<file path="config.mk">
export PLATFORM = sky130hd
export DESIGN_NAME = dcs_channel_sync
export DESIGN_NICKNAME = d
export VERILOG_FILES = /design/src/dcs_pkg.sv /design/src/dcs_channel_sync.sv
export SDC_FILE = /design/constraint.sdc
export NUM_CORES = 1
export LEC_CHECK = 0
export ABC_AREA = 1
export CAP_MARGIN = 15
export CORE_ASPECT_RATIO = 0.5
export CORE_MARGIN = 2
export CORE_UTILIZATION = 50
export DETAILED_ROUTE_END_ITERATION = 6
export DONT_BUFFER_PORTS = 1
export GPL_ROUTABILITY_DRIVEN = 0
export PLACE_DENSITY = 0.7
export SLEW_MARGIN = 40
export SYNTH_ARGS = -nofsm -noshare
export SYNTH_HDL_FRONTEND = slang
export SYNTH_SLANG_ARGS = --single-unit
</file>
<file path="constraint.sdc">
create_clock -name core_clk -period 1.7 [get_ports core_clk]
set_input_delay 0.17 -clock core_clk [delete_from_list [all_inputs] [get_ports core_clk]]
set_output_delay 0.17 -clock core_clk [all_outputs]
set_load 0.01 [all_outputs]
</file>
<file path="src/dcs_pkg.sv">
// dcs_pkg: constants, field layout and carrier types of the channel sync block
// assumes a 32-bit register port with byte offsets on word boundaries
// ----------------------------------------------------------------------------
// Summary of operation
// [RULE1] sync set: align memory clocks, ignore setups
// [RULE2] sync clear: use per-channel setup values
// [RULE3] software sets sync for mismatched ganged setups
// [RULE4] ddr3: bits 13:12 extend read-read turnaround
// [RULE5] ddr3: bits 11:10 extend write-write turnaround
// [RULE6] ddr3: bits 9:8 extend write-read turnaround
// [RULE7] not ddr3: upper turnaround bits ignored
// [RULE8] fifo start code: each step half clock
// [RULE9] codes 3,4,5 give 2.5,2,1.5 clocks
// [RULE10] program start code before init, keep default
// ----------------------------------------------------------------------------
package dcs_pkg;

  // --------------------------------------------------------------------------
  // register offsets
  // --------------------------------------------------------------------------
  localparam logic [7:0] OFS_CTRL = 8'h00;
  localparam logic [7:0] OFS_CFG = 8'h04;
  localparam logic [7:0] OFS_LOWT = 8'h08;
  localparam logic [7:0] OFS_SETUP = 8'h0C;
  localparam logic [7:0] OFS_STATUS = 8'h10;

  // --------------------------------------------------------------------------
  // control register layout and reset
  // --------------------------------------------------------------------------
  localparam logic [31:0] CTRL_RESET = 32'h0000_0006;
  localparam logic [31:0] CTRL_WMASK = 32'h0000_BF0F;
  localparam int CTRL_SYNC = 15;
  localparam int CTRL_RDRD_LSB = 12;
  localparam int CTRL_WRWR_LSB = 10;
  localparam int CTRL_WRRD_LSB = 8;
  localparam int CTRL_PTR_LSB = 0;

  // --------------------------------------------------------------------------
  // config, low-turnaround and setup register layouts
  // --------------------------------------------------------------------------
  localparam int CFG_DDR3 = 0;
  localparam int CFG_GANGED = 1;
  localparam int CFG_START = 2;
  localparam int CFG_STOP = 3;
  localparam int LOWT_RDRD_LSB = 0;
  localparam int LOWT_WRWR_LSB = 2;
  localparam int LOWT_WRRD_LSB = 4;
  localparam int SETUP_CH1_LSB = 4;

  // --------------------------------------------------------------------------
  // read pointer start codes
  // --------------------------------------------------------------------------
  localparam logic [3:0] PTR_CODE_2P5 = 4'h3;
  localparam logic [3:0] PTR_CODE_2P0 = 4'h4;
  localparam logic [3:0] PTR_CODE_1P5 = 4'h5;
  localparam logic [3:0] PTR_HALF_BASE = 4'h8;
  localparam logic [3:0] PTR_HALF_MIN = 4'h1;

  // per-channel setup fields: address/command, chip select/termination, clock enable
  typedef struct packed {
    logic clock_enable_setup;
    logic chipselect_termination_setup;
    logic address_command_setup;
  } dcs_setup_t;

  // effective 4-bit turnaround values
  typedef struct packed {
    logic [3:0] read_to_read;
    logic [3:0] write_to_write;
    logic [3:0] write_to_read;
  } dcs_turn_t;

endpackage : dcs_pkg

</file>
<file path="src/dcs_channel_sync.sv">
// dcs_channel_sync: lower control fields of a two-channel dram controller
// register port on core_clk; memory_clock is a foreign pin, sampled here
//
// The address map and the strobed register port were chosen for this implementation.
module dcs_channel_sync #(
  parameter int DATA_W = 8,
  parameter int DEPTH = 8
) (
  input wire logic core_clk,
  input wire logic arst_n,
  input wire logic [7:0] reg_addr,
  input wire logic [31:0] reg_wdata,
  input wire logic reg_write,
  input wire logic reg_read,
  output logic [31:0] reg_rdata,
  input wire logic memory_clock,
  input wire logic [DATA_W-1:0] northbridge_data,
  output logic [DATA_W-1:0] mem_data,
  output logic mem_valid,
  output logic phase_align,
  output dcs_pkg::dcs_setup_t ch0_setup,
  output dcs_pkg::dcs_setup_t ch1_setup,
  output dcs_pkg::dcs_turn_t turnaround
);

  localparam int PW = $clog2(DEPTH);

  // --------------------------------------------------------------------------
  // parameter checks
  // --------------------------------------------------------------------------
  // separation tops out below four memory clocks, so eight entries suffice
  if (DEPTH < 8 || (DEPTH & (DEPTH - 1)) != 0) begin : g_bad_depth
    $error("DEPTH must be a power of two, at least 8");
  end
  if (DATA_W < 1) begin : g_bad_width
    $error("DATA_W must be at least 1");
  end

  // --------------------------------------------------------------------------
  // register file
  // --------------------------------------------------------------------------
  logic [31:0] ctrl_reg, ctrl_next;
  logic [1:0] cfg_reg, cfg_next;
  logic [5:0] lowt_reg, lowt_next;
  logic [7:0] setup_reg, setup_next;
  logic [31:0] rdata_reg, rdata_next;
  logic start_req, stop_req;
  logic [31:0] status_word;

  // decode writes; start and stop are write-one pulses that store nothing
  always_comb begin
    ctrl_next = ctrl_reg;
    cfg_next = cfg_reg;
    lowt_next = lowt_reg;
    setup_next = setup_reg;
    start_req = 1'b0;
    stop_req = 1'b0;
    rdata_next = 32'h0000_0000;
    if (reg_write) begin
      case (reg_addr)
        dcs_pkg::OFS_CTRL: ctrl_next = reg_wdata & dcs_pkg::CTRL_WMASK;
        dcs_pkg::OFS_CFG: begin
          cfg_next = reg_wdata[1:0];
          start_req = reg_wdata[dcs_pkg::CFG_START];
          stop_req = reg_wdata[dcs_pkg::CFG_STOP];
        end
        dcs_pkg::OFS_LOWT: lowt_next = reg_wdata[5:0];
        dcs_pkg::OFS_SETUP: setup_next = {1'b0, reg_wdata[6:4], 1'b0, reg_wdata[2:0]};
        default: ;
      endcase
    end
    if (reg_read) begin
      case (reg_addr)
        dcs_pkg::OFS_CTRL: rdata_next = ctrl_reg;
        dcs_pkg::OFS_CFG: rdata_next = {30'h0000_0000, cfg_reg};
        dcs_pkg::OFS_LOWT: rdata_next = {26'h000_0000, lowt_reg};
        dcs_pkg::OFS_SETUP: rdata_next = {24'h00_0000, setup_reg};
        dcs_pkg::OFS_STATUS: rdata_next = status_word;
        default: rdata_next = 32'h0000_0000; // unmapped reads as zero
      endcase
    end
  end

  always_ff @(posedge core_clk or negedge arst_n) begin
    if (!arst_n) begin
      ctrl_reg <= dcs_pkg::CTRL_RESET;
      cfg_reg <= 2'b00;
      lowt_reg <= 6'b00_0000;
      setup_reg <= 8'h00;
      rdata_reg <= 32'h0000_0000;
    end else begin
      ctrl_reg <= ctrl_next;
      cfg_reg <= cfg_next;
      lowt_reg <= lowt_next;
      setup_reg <= setup_next;
      rdata_reg <= rdata_next;
    end
  end

  assign reg_rdata = rdata_reg;

  // --------------------------------------------------------------------------
  // setup selection and turnaround assembly
  // --------------------------------------------------------------------------
  logic sync_en, ddr3_select, ganged;
  dcs_pkg::dcs_setup_t ch0_cfg, ch1_cfg;
  dcs_pkg::dcs_setup_t ch0_next, ch1_next;
  dcs_pkg::dcs_setup_t ch0_reg, ch1_reg;
  dcs_pkg::dcs_turn_t turn_next, turn_reg;
  logic align_next, align_reg;
  logic sync_missing;

  assign sync_en = ctrl_reg[dcs_pkg::CTRL_SYNC];
  assign ddr3_select = cfg_reg[dcs_pkg::CFG_DDR3];
  assign ganged = cfg_reg[dcs_pkg::CFG_GANGED];
  assign ch0_cfg = setup_reg[2:0];
  assign ch1_cfg = setup_reg[dcs_pkg::SETUP_CH1_LSB +: 3];

  // software is expected to set sync here; the flag only reports the miss
  assign sync_missing = ganged && !sync_en && // RULE3
    ((ch0_cfg == 3'b000 && ch1_cfg != 3'b000) || (ch1_cfg == 3'b000 && ch0_cfg != 3'b000));

  // pick setups and widen turnarounds; registered so outputs never glitch
  always_comb begin
    align_next = sync_en;
    if (sync_en) begin
      ch0_next = '0; // RULE1
      ch1_next = '0; // RULE1
    end else begin
      ch0_next = ch0_cfg; // RULE2
      ch1_next = ch1_cfg; // RULE2
    end
    if (ddr3_select) begin
      turn_next.read_to_read = {ctrl_reg[dcs_pkg::CTRL_RDRD_LSB +: 2],
        lowt_reg[dcs_pkg::LOWT_RDRD_LSB +: 2]}; // RULE4
      turn_next.write_to_write = {ctrl_reg[dcs_pkg::CTRL_WRWR_LSB +: 2],
        lowt_reg[dcs_pkg::LOWT_WRWR_LSB +: 2]}; // RULE5
      turn_next.write_to_read = {ctrl_reg[dcs_pkg::CTRL_WRRD_LSB +: 2],
        lowt_reg[dcs_pkg::LOWT_WRRD_LSB +: 2]}; // RULE6
    end else begin
      turn_next.read_to_read = {2'b00, lowt_reg[dcs_pkg::LOWT_RDRD_LSB +: 2]}; // RULE7
      turn_next.write_to_write = {2'b00, lowt_reg[dcs_pkg::LOWT_WRWR_LSB +: 2]}; // RULE7
      turn_next.write_to_read = {2'b00, lowt_reg[dcs_pkg::LOWT_WRRD_LSB +: 2]}; // RULE7
    end
  end

  always_ff @(posedge core_clk or negedge arst_n) begin
    if (!arst_n) begin
      ch0_reg <= '0;
      ch1_reg <= '0;
      turn_reg <= '0;
      align_reg <= 1'b0;
    end else begin
      ch0_reg <= ch0_next;
      ch1_reg <= ch1_next;
      turn_reg <= turn_next;
      align_reg <= align_next;
    end
  end

  assign ch0_setup = ch0_reg;
  assign ch1_setup = ch1_reg;
  assign turnaround = turn_reg;
  assign phase_align = align_reg;

  // --------------------------------------------------------------------------
  // memory clock sampling
  // --------------------------------------------------------------------------
  logic mclk_s1_reg, mclk_s2_reg, mclk_s3_reg;
  logic mclk_rise, mclk_edge;

  // first stage feeds only the second; edges come from stages two and three
  always_ff @(posedge core_clk or negedge arst_n) begin
    if (!arst_n) begin
      mclk_s1_reg <= 1'b0;
      mclk_s2_reg <= 1'b0;
      mclk_s3_reg <= 1'b0;
    end else begin
      mclk_s1_reg <= memory_clock;
      mclk_s2_reg <= mclk_s1_reg;
      mclk_s3_reg <= mclk_s2_reg;
    end
  end

  assign mclk_edge = mclk_s2_reg ^ mclk_s3_reg;
  assign mclk_rise = mclk_s2_reg & ~mclk_s3_reg;

  // --------------------------------------------------------------------------
  // northbridge to memory clock fifo
  // --------------------------------------------------------------------------
  typedef enum logic [1:0] {ST_IDLE, ST_WAIT_RISE, ST_RUN} dcs_fifo_state_t;

  dcs_fifo_state_t fstate_reg, fstate_next;
  logic [DATA_W-1:0] mem_reg [DEPTH];
  logic [DATA_W-1:0] mem_next [DEPTH];
  logic [PW-1:0] wr_ptr_reg, wr_ptr_next, rd_ptr_reg, rd_ptr_next;
  logic [3:0] half_reg, half_next, sep_half_reg, sep_half_next;
  logic [3:0] code_reg, code_next;
  logic popped_reg, popped_next, odd_reg, odd_next;
  logic [DATA_W-1:0] out_reg, out_next;
  logic valid_reg, valid_next;
  logic [3:0] live_code, live_sep;
  logic code_reserved;

  assign live_code = ctrl_reg[dcs_pkg::CTRL_PTR_LSB +: 4];

  // each code step from 1 to 7 moves the read pointer half a clock closer
  always_comb begin
    if (live_code != 4'h0 && live_code < dcs_pkg::PTR_HALF_BASE) begin
      live_sep = dcs_pkg::PTR_HALF_BASE - live_code; // RULE8
    end else begin
      live_sep = dcs_pkg::PTR_HALF_MIN;
    end
  end

  // only 3, 4 and 5 are defined, and 3 not in ddr3; others are flagged
  assign code_reserved = !((live_code == dcs_pkg::PTR_CODE_2P5 && !ddr3_select) ||
    live_code == dcs_pkg::PTR_CODE_2P0 || live_code == dcs_pkg::PTR_CODE_1P5); // RULE9

  // the start code is taken once at start; later writes wait for a restart
  always_comb begin
    fstate_next = fstate_reg;
    mem_next = mem_reg;
    wr_ptr_next = wr_ptr_reg;
    rd_ptr_next = rd_ptr_reg;
    half_next = half_reg;
    sep_half_next = sep_half_reg;
    code_next = code_reg;
    popped_next = popped_reg;
    odd_next = odd_reg;
    out_next = out_reg;
    valid_next = 1'b0;
    case (fstate_reg)
      ST_IDLE: begin
        if (start_req) begin
          sep_half_next = live_sep; // RULE10
          code_next = live_code; // RULE10
          fstate_next = ST_WAIT_RISE;
        end
      end
      ST_WAIT_RISE: begin
        if (mclk_rise) begin
          mem_next[0] = northbridge_data;
          wr_ptr_next = PW'(1);
          rd_ptr_next = '0;
          half_next = 4'h0;
          popped_next = 1'b0;
          odd_next = 1'b0;
          fstate_next = ST_RUN;
        end
      end
      ST_RUN: begin
        if (mclk_edge) begin
          if (mclk_rise) begin
            mem_next[wr_ptr_reg] = northbridge_data; // writes land on rising edges only
            wr_ptr_next = wr_ptr_reg + PW'(1);
          end
          if (!popped_reg) begin
            half_next = half_reg + 4'h1;
            if (half_reg + 4'h1 == sep_half_reg) begin
              popped_next = 1'b1; // RULE8
              odd_next = 1'b1;
              out_next = mem_reg[rd_ptr_reg];
              valid_next = 1'b1;
              rd_ptr_next = rd_ptr_reg + PW'(1);
            end
          end else begin
            odd_next = ~odd_reg; // one read per full clock after the first
            if (!odd_reg) begin
              out_next = mem_reg[rd_ptr_reg];
              valid_next = 1'b1;
              rd_ptr_next = rd_ptr_reg + PW'(1);
            end
          end
        end
      end
      default: fstate_next = ST_IDLE;
    endcase
    if (stop_req) begin
      fstate_next = ST_IDLE;
    end
  end

  always_ff @(posedge core_clk or negedge arst_n) begin
    if (!arst_n) begin
      fstate_reg <= ST_IDLE;
      for (int i = 0; i < DEPTH; i++) begin
        mem_reg[i] <= '0;
      end
      wr_ptr_reg <= '0;
      rd_ptr_reg <= '0;
      half_reg <= 4'h0;
      sep_half_reg <= dcs_pkg::PTR_HALF_BASE - dcs_pkg::CTRL_RESET[3:0]; // matches reset code
      code_reg <= dcs_pkg::CTRL_RESET[3:0];
      popped_reg <= 1'b0;
      odd_reg <= 1'b0;
      out_reg <= '0;
      valid_reg <= 1'b0;
    end else begin
      fstate_reg <= fstate_next;
      mem_reg <= mem_next;
      wr_ptr_reg <= wr_ptr_next;
      rd_ptr_reg <= rd_ptr_next;
      half_reg <= half_next;
      sep_half_reg <= sep_half_next;
      code_reg <= code_next;
      popped_reg <= popped_next;
      odd_reg <= odd_next;
      out_reg <= out_next;
      valid_reg <= valid_next;
    end
  end

  assign mem_data = out_reg;
  assign mem_valid = valid_reg;

  // status: running, reserved code, missing sync, latched code and separation
  assign status_word = {16'h0000, sep_half_reg, code_reg, 5'b0_0000,
    sync_missing, code_reserved, (fstate_reg == ST_RUN)};

endmodule : dcs_channel_sync

</file>
==> metrics.txt, run 1 <==
hold buffers post-CTS 17; Routed WL per cell 15.8 um; vias per inst 5.28; final hold vios approximately 160; ant diodes 0; power per cell area 1060 nW/um^2; CP max FO 8; Seq cells post-synth approximately 160; CP arrival 1.91 ns; CTS tree done; register area approximately 3900 um^2; root buf cell clkbuf_16; Initial Util 50.8%; DRC Markers 0; Met1 Wirelength about 7600 um; number of global-route vias before repair 5,318; max-cap check violation count 0; worst clock skew approximately 0.012 ns; post-synthesis cell count around 830; ANT nets after route 0; Worst-path clk slew 0.07 ns; Slew HR 57.2%; register area share after synthesis 54.0%; power consumption ~9 mW; PortBufs 0; Clk Latency, worst-skew pair 0.43 ns; achievable frequency around 620 MHz; worst reg2reg setup slack roughly 0.096 ns; Finished Core Util 59.0%; layout cell share with drive strength beyond 1 15.0%; final slew viol count 0; setup TNS 0 ns; Max Buffers Root-to-Sink 2; die width 175 um; most frequent cells in the layout nand2_1, dfrtp_1, nand3_1; count of unique library cells instantiated by Yosys 38; FILL cells 1,210; grt total ovfl 0; Hold Path Class input pin to asynchronous set/reset pin; hold slack -0.569 ns; DR top layer met4; Area growth, synth to finish 16.1%; first-pass detailed-route iteration total 7; Slew @ Worst Pin 0.641 ns; largest net degree at the start of global routing 158; core area around 14,000 um^2; vias after detailed routing around 5,700; CTS Buf Count 17; DRT iter0 DRCs 456; max FFs per register 64; Setup Viol. Count Final 0; DP HPWL about 10,000 um; area occupied by multi-input gates 2960 um^2; Synth warnings 0; Leak 4.27 nW; Critical Path Start Type register; Data required, critical path 2.00 ns; total routed wirelength ~17,000 um; run status complete, but fails checks; Mean Syn Cell Area 8.83 um^2; initial antenna violation count 0; Sink Count approximately 160; met2 routed WL 7900 um; IO Count 113; CTS H-tree depth 4; nets between 900 and 1,000; Worst IR Drop VDD roughly 0.79 mV; crit share post-route 94.3%; row count 31; first-pass GRT wire length 27,500 um; placed instance count 1,020; total track usage roughly 23%; fin crit period 1.60 ns; met3 wire length 1090 um; total die area roughly 16,000 um^2; Worst Setup End Kind register; most common cell after layout, fill and taps aside nand2_1; Die H 89.4 um; failing checks hold timing; Mapped Area ~7300 um^2; CP Class register to register; Layout Cells excl Fill 1,074
==> area by class of cell <==
cell class              instances  share of cell area (%)
multi-input cells             571                    34.9
well taps                     198                    2.93
clock inverters                11                    2.13
clock buffers                  21                    5.44
inverters                      71                    3.15
repair buffers                 45                    4.94
flip-flops and latches        157                    46.5
==> repair_timing <==
action,in CTS,in global routing
hold endpoints to repair,193,157
resized for setup,6,24
gates cloned,2,1
setup endpoints to repair,22,75
setup buffers,2,0
pin swaps,3,2
==> through the flow <==
stage / area [um^2] / setup slack [ns]
after global placement: 7500 / 0.0198
final: 8470 / 0.0962
after floorplan: 7350 / 0.0967
after global routing: 8470 / -0.0225
after CTS: 8370 / -0.00168
after detailed placement: 7500 / -0.0266
==> worst max-delay path, cell delays in order, from the launching register on <==
cell and delay (ns):
dfrtp_1 0.40, inv_2 0.08, ha_4 0.21, inv_2 0.05
nand3_2 0.09, nor2_4 0.12, buf_12 0.16, nand3_4 0.17
nand2_2 0.13, o21ai_1 0.08
==> power breakdown <==
part	internal, mW	switching [mW]	total (mW)
logic	0.305	0.510	0.815
registers	3.90	0.117	4.02
clock network	2.56	1.56	4.12
==> per-layer routing <==
layer	GRT usage (%)	up-vias
li1	-	2709
met1	30.4	2736
met2	38.3	192
met3	5.36	32
met4	8.03	0
met5	0	-
==> path summary, 6_finish.rpt <==
path | cells past startpoint | end | from
max | 9 | mem_reg[18] | mclk_s2_reg
min | 0 | lowt_reg[5] | arst_n
max reg2reg | 9 | mem_reg[18] | mclk_s2_reg
min reg2reg | 0 | mclk_s2_reg | mclk_s1_reg
max in group asynchronous | 0 | code_reg[2] | arst_n
min in group core_clk | 2 | reg_rdata[5] | reg_read
==> cells in the mapped netlist <==
master	count	area, um^2
nor3_1	3	15.0
o21ai_1	19	95.1
nor3_4	1	16.3
nor2_2	2	12.5
o211ai_1	1	7.51
a22o_1	1	8.76
buf_6	9	101
inv_2	7	26.3
a21oi_2	2	17.5
nand2_4	2	22.5
nand4_1	3	18.8
nor2_1	32	120
xnor2_1	3	26.3
nand4_2	3	37.5
buf_4	19	143
dfstp_2	5	131
mux2_4	2	30.0
conb_1	1	3.75
clkbuf_1	9	33.8
xor2_1	1	8.76
a21oi_1	13	65.1
buf_2	9	45.0
nand2_2	7	43.8
o21ai_2	8	70.1
nand3_1	87	435
nor2_8	1	20.0
o21ai_0	71	355
mux2_2	5	56.3
nand3b_1	1	7.51
nand3_4	3	52.6
nor3b_1	1	7.51
dfrtp_1	152	3800
nand2_1	260	976
nand3_2	1	10.0
inv_1	64	240
ha_1	12	150
nor2_4	5	56.3
nand4_4	1	21.3
==> logic make-up after synthesis <==
family	synth area share, %
AO/OA/AOI/OAI	8.49
XOR/XNOR	0.481
adder cells (fa/ha/maj)	2.06
buffers and inverters	8.08
flip-flops	54.0
multiplexers	1.18
other	0.0514
AND/OR/NAND/NOR	25.7
Power figures use the tool's default switching activity.
==> run 2: changes to the inputs <==
--- a/config.mk
+++ b/config.mk
@@ -13,7 +13,7 @@
 export DETAILED_ROUTE_END_ITERATION = 6
 export DONT_BUFFER_PORTS = 1
 export GPL_ROUTABILITY_DRIVEN = 0
-export PLACE_DENSITY = 0.7
+export PLACE_DENSITY = 0.67
 export SLEW_MARGIN = 40
 export SYNTH_ARGS = -nofsm -noshare
 export SYNTH_HDL_FRONTEND = slang
==> constraint.sdc (replaced) <==
create_clock -name core_clk -period 1.9 [get_ports core_clk]
set_input_delay 0.19 -clock core_clk [delete_from_list [all_inputs] [get_ports core_clk]]
set_output_delay 0.19 -clock core_clk [all_outputs]
set_load 0.01 [all_outputs]
==> run 2 against run 1 <==
Against the previous run:
- the flow still finishes with violations (hold timing)
- count of clock-buffer cells in the layout fell by 1
- sequential cell count unchanged
- total power shrank 12%
- fmax is 10% lower
- combinational power down 18%
- clock skew fell by 0.0021 ns
- hold slack improved by 0.021 ns
- critical endpoint is now mem_reg[39]
- highest routed layer unchanged
==> metrics.txt, run 2 (synthesis gave the netlist of run 1 again) <==
run status complete, but fails checks; failing checks hold timing; CP arrival 2.12 ns (+0.21 ns); PortBufs 0 (unchanged); Worst-path clk slew 0.07 ns (about the same); worst clock skew 0.00951 ns (-0.00206 ns); DRT iter0 DRCs 373 (-18%); vias after detailed routing 5,447 (-3.9%); first-pass detailed-route iteration total 5 (-2); vias per inst 5.16 (-2.3%); root buf cell clkbuf_16; Routed WL per cell 15.2 um (-3.4%); CP max FO 16 (+8); combinational share of power 8.5% (-0.6 points); Worst Setup End Kind register; Layout Cells excl Fill 1,056 (-1.7%); core area 14,400 um^2 (unchanged); Data required, critical path 2.24 ns (+0.24 ns); layout cell share with drive strength beyond 1 12.1% (-2.8 points); nets 910 (-1.9%); DP Worst Slack 0.0962 ns (+0.123 ns); Area growth, synth to finish 12.6%; final slew viol count 0 (unchanged); ant diodes 0 (unchanged); CTS tree done; clock network fraction of total power 46.1% (about the same); initial antenna violation count 0 (unchanged); Max Buffers Root-to-Sink 2 (unchanged); total track usage 21.7% (-1.3 points); worst reg2reg setup slack 0.12 ns (+0.02 ns); Seq pwr share 45.5% (+0.6 points); most common cell after layout, fill and taps aside nand2_1; reg2reg start mclk_s2_reg; max-cap check violation count 0 (unchanged); first-pass GRT wire length 26,300 um (-4.5%); total die area 15,600 um^2 (unchanged); Finished Core Util 57.2% (-1.8 points); Setup WS post-layout 0.119 ns (+0.0225 ns); Hold Path Class input pin to asynchronous set/reset pin; die width 175 um (unchanged); largest net degree at the start of global routing 158 (unchanged); hold buffers post-CTS 16 (-1); placed instance count 1,007 (-1.3%); crit path buf inv count 2 (-1); max incr delay on CP 0.37 ns (-0.03 ns); CP Cell Sequence inv_1 > ha_1 > inv_2 > nand3_2 > nor2_4 > nand3_4 > o21ai_0; Switching Fraction 24.4% (-0.089 points); Critical Path Start Type register; fin crit period 1.78 ns (+0.178 ns); DP HPWL 9970 um (-4.3%); CTS H-tree depth 4 (unchanged); hold slack -0.547 ns (+0.0214 ns); grt total ovfl 0 (unchanged); CP Class register to register; Setup Viol. Count Final 0 (unchanged); Critical Path Start mclk_s2_reg; DRC Markers 0 (unchanged); achievable frequency 561 MHz (-10%); ANT nets after route 0 (unchanged); total routed wirelength 16,100 um (-5.1%); CTS Buf Count 17 (unchanged); most frequent cells in the layout nand2_1, dfrtp_1, nand3_1; Worst path slowest cell dfrtp_1; Sink Count 157 (unchanged); final hold vios 157 (unchanged); IO Count 113 (unchanged); max FFs per register 64 (unchanged); power per cell area 964 nW/um^2 (-8.9%); power consumption 7.92 mW (-12%); Psw 1.93 mW (-12%); crit-path leading delay family simple AND/OR/NAND/NOR gates; Clk Latency, worst-skew pair 0.43 ns (about the same); unrepaired setup endpoints after global routing yes; crit share post-route 93.8% (-0.59 points); Die H 89.4 um (unchanged); Initial Util 50.8% (unchanged); Worst IR Drop VDD 0.512 mV (-35%); number of global-route vias before repair 5,194 (-2.3%); Pint 5.99 mW (-11%); Leak 4.18 nW (-2.2%); row count 31 (unchanged)
run 2: cell types whose count changed in the layout (fill, tap and decap cells not counted), sizes merged:
cell,previous run,this run
buf,28,14
clkbuf,21,20
nand3,94,91
clkinv,3,1
clkinvlp,1,4
dlygate4sd3,17,16
run 2: area by class of cell:
| cell class | instances | area (um^2) |
|---|---|---|
| Clock inverter | 12 | 185 |
| Tap cell | 198 | 248 |
| Fill cell | 1272 | 6140 |
| Timing Repair Buffer | 30 | 278 |
| Clock buffer | 20 | 447 |
| Multi-Input combinational cell | 568 | 2850 |
| Inverter | 71 | 267 |
| Sequential cell | 157 | 3940 |
run 2: worst paths after layout:
path	endpoint	cells past startpoint
max in group asynchronous	sep_half_reg[1]	0
max	mem_reg[39]	7
min	turnaround[1]	0
min reg2reg	mclk_s2_reg	0
min in group core_clk	cfg_reg[1]	2
max reg2reg	mem_reg[39]	7
run 2: power by group through the flow:
| stage | registers, mW | logic, mW | clock network [mW] |
|---|---|---|---|
| global placement | 3.65 | 0.624 | 0 |
| global route | 3.62 | 0.795 | 3.84 |
| CTS | 3.60 | 0.669 | 3.71 |
| detailed placement | 3.66 | 0.634 | 0 |
| floorplan | 3.63 | 0.530 | 0 |
| finish | 3.60 | 0.671 | 3.65 |
run 2: per-stage QoR:
step | instance area, um^2 | hold slack (ns) | TNS (ns)
final | 8210 | -0.547 | 0
after global placement | 7390 | -0.102 | 0
after detailed placement | 7390 | -0.103 | 0
after CTS | 8180 | -0.558 | 0
after floorplan | 7350 | -0.106 | 0
after global routing | 8210 | -0.561 | -0.0729
run 2: worst reg2reg max path, cell delays in order, from the launching register on:
cell and delay [ns]:
dfrtp_1 0.37, inv_1 0.05, ha_1 0.36, inv_2 0.07, nand3_2 0.10, nor2_4 0.25
nand3_4 0.25, o21ai_0 0.26
run 2: per-layer routing:
layer / wire [um] / vias up / global-route usage (%)
li1: - / 2670 / -
met1: 7570 / 2599 / 29.6
met2: 7360 / 154 / 35.1
met3: 879 / 24 / 4.08
met4: 263 / 0 / 8.64
met5: 0 / - / 0
run 2: what timing repair did:
action,in CTS,in global routing
gates resized for setup,0,9
setup buffers,0,1
setup endpoints to repair,0,35
endpoints found under the hold margin,187,157
==> run 3: changes to the inputs <==
--- a/config.mk
+++ b/config.mk
@@ -10,6 +10,8 @@
 export CORE_ASPECT_RATIO = 0.5
 export CORE_MARGIN = 2
 export CORE_UTILIZATION = 50
+export CTS_BUF_LIST = sky130_fd_sc_hd__clkbuf_8
+export CTS_CLUSTER_SIZE = 20
 export DETAILED_ROUTE_END_ITERATION = 6
 export DONT_BUFFER_PORTS = 1
 export GPL_ROUTABILITY_DRIVEN = 0
==> run 3 against run 2 <==
Against the previous run:
- the run still ends with hold timing left
- non-clock buffer count rose by 6
- hold slack worse by 0.030 ns
- via count shrank 0.72%
- fmax rose by 2.0%
- combinational power grew 1%
- die area unchanged
- sequential cell count is the same
- first-iteration DRC count increased by 17%
- total power down 11%
- critical path type unchanged
- largest cell class unchanged
==> metrics.txt, run 3 (synthesis gave the netlist of run 1 again) <==
run status complete, but fails checks; failing checks hold timing; die width 175 um (unchanged); Die H 89.4 um (unchanged); hold slack -0.578 ns (-0.0304 ns); first-pass GRT wire length 26,000 um (-1.1%); DRC Markers 0 (unchanged); fin crit period 1.75 ns (-0.0345 ns); row count 31 (unchanged); Sink Count 157 (unchanged); most frequent cells in the layout nand2_1, dfrtp_1, nand3_1; nets 916 (+0.66%); Clk Latency, worst-skew pair 0.45 ns (+0.02 ns); DP Area 7390 um^2 (unchanged); Critical Path Start mclk_s2_reg; vias after detailed routing 5,408 (-0.72%); total die area 15,600 um^2 (unchanged); CP max FO 16 (unchanged); PortBufs 0 (unchanged); hold buffers post-CTS 20 (+4); DP HPWL 9970 um (unchanged); core area 14,400 um^2 (unchanged); ANT nets after route 0 (unchanged); CTS tree done; CP Class register to register; final instance area 8080 um^2 (-1.6%); Routed WL per cell 15.0 um (-1.5%); ant diodes 0 (unchanged); worst clock skew 0.0194 ns (+0.00987 ns); layout cell share with drive strength beyond 1 12.4% (+0.26 points); final slew viol count 0 (unchanged); crit share post-route 91.9% (-1.8 points); reg2reg start mclk_s2_reg; CTS Buf Count 17 (unchanged); total routed wirelength 15,900 um (-0.95%); DRT iter0 DRCs 438 (+17%); max FFs per register 64 (unchanged); root buf cell clkbuf_8; CTS H-tree depth 4 (unchanged); first-pass detailed-route iteration total 5 (unchanged); unrepaired setup endpoints after global routing no; initial antenna violation count 0 (unchanged); final hold vios 157 (unchanged); achievable frequency 572 MHz (+2.0%); Area growth, synth to finish 10.8%; Worst IR Drop VDD 0.457 mV (-11%); max-cap check violation count 0 (unchanged); Setup Viol. Count Final 0 (unchanged); Data required, critical path 2.22 ns (-0.02 ns); number of global-route vias before repair 5,106 (-1.7%); IO Count 113 (unchanged); Worst Setup End Kind register; CP arrival 2.07 ns (-0.05 ns); largest net degree at the start of global routing 158 (unchanged); grt total ovfl 0 (unchanged); Leak 4.12 nW (-1.3%); Max Buffers Root-to-Sink 2 (unchanged); Critical Path Start Type register; power per cell area 869 nW/um^2 (-9.8%); path depth of the worst reg2reg path 8 (+1); R2R Path End mem_reg[7]; most common cell after layout, fill and taps aside nand2_1; vias per inst 5.09 (-1.3%); worst reg2reg setup slack 0.15 ns (+0.03 ns); total track usage 21.5% (-0.27 points); Initial Util 50.8% (unchanged); setup TNS 0 ns (unchanged); Hold Path Class input pin to asynchronous set/reset pin; power consumption 7.03 mW (-11%); Critical path destination mem_reg[7]; Worst-path clk slew 0.09 ns (+0.02 ns)
-- run 3: changes by cell type in the layout (fill, tap and decap cells not counted), moves of 2 or more --
cell / change
inv_1: +2
clkbuf_1: -2
buf_4: +2
clkbuf_8: +17
dlygate4sd3_1: +4
clkbuf_16: -17
-- run 3: critical path, cell delays in order, from the launching register on --
cell and delay [ns]:
dfrtp_1 0.40, inv_1 0.07, ha_2 0.30, inv_2 0.06, nand3_2 0.09, nor2_4 0.26, nand3_4 0.25, nand2_1 0.11
o21ai_0 0.09
-- run 3: where the power goes --
| group | switching (mW) | total (mW) | internal [mW] |
|---|---|---|---|
| combinational | 0.424 | 0.680 | 0.256 |
| sequential | 0.107 | 3.59 | 3.49 |
| clock | 1.28 | 2.75 | 1.47 |
-- run 3: layout make-up --
cell class,count,area [um^2]
inverters,71,267
repair buffers,36,333
clock inverters,14,193
fillers,1295,6270
well taps,198,248
clock buffers,18,248
multi-input cells,568,2860
flip-flops and latches,157,3940
-- run 3: how the worst min path moves through the flow --
| stage | slack, ns | to | cells past startpoint | startpoint |
|---|---|---|---|---|
| finish | -0.58 | lowt_reg[5] | 0 | arst_n |
| detailed placement | -0.10 | lowt_reg[5] | 0 | arst_n |
| global route | -0.61 | turnaround[1] | 0 | arst_n |
| global placement | -0.10 | lowt_reg[5] | 0 | arst_n |
| CTS | -0.59 | turnaround[7] | 0 | arst_n |
| floorplan | -0.11 | cfg_reg[0] | 0 | arst_n |
-- run 3: metal layers --
metal	GRT usage (%)	wire length, um	vias to the layer above
met2	33.7	7170	150
met5	0	0	-
met3	4.76	931	23
met4	7.12	257	0
met1	30.0	7560	2568
li1	-	-	2667
-- run 3: per-stage QoR --
stage	instances	hold WS [ns]	util, %	worst slack, ns
after global placement	1007	-0.102	51.5	0.151
after floorplan	842	-0.106	-	0.297
final	1062	-0.578	56.3	0.153
after detailed placement	1007	-0.103	51.5	0.0962
after CTS	1059	-0.595	55.9	0.0908
after global routing	1062	-0.609	56.3	0.00307
-- run 3: repair_timing --
item	in CTS	in global routing
setup buffers	0	3
endpoints found under the hold margin	197	157
resized for setup	0	10
setup endpoints to repair	0	37
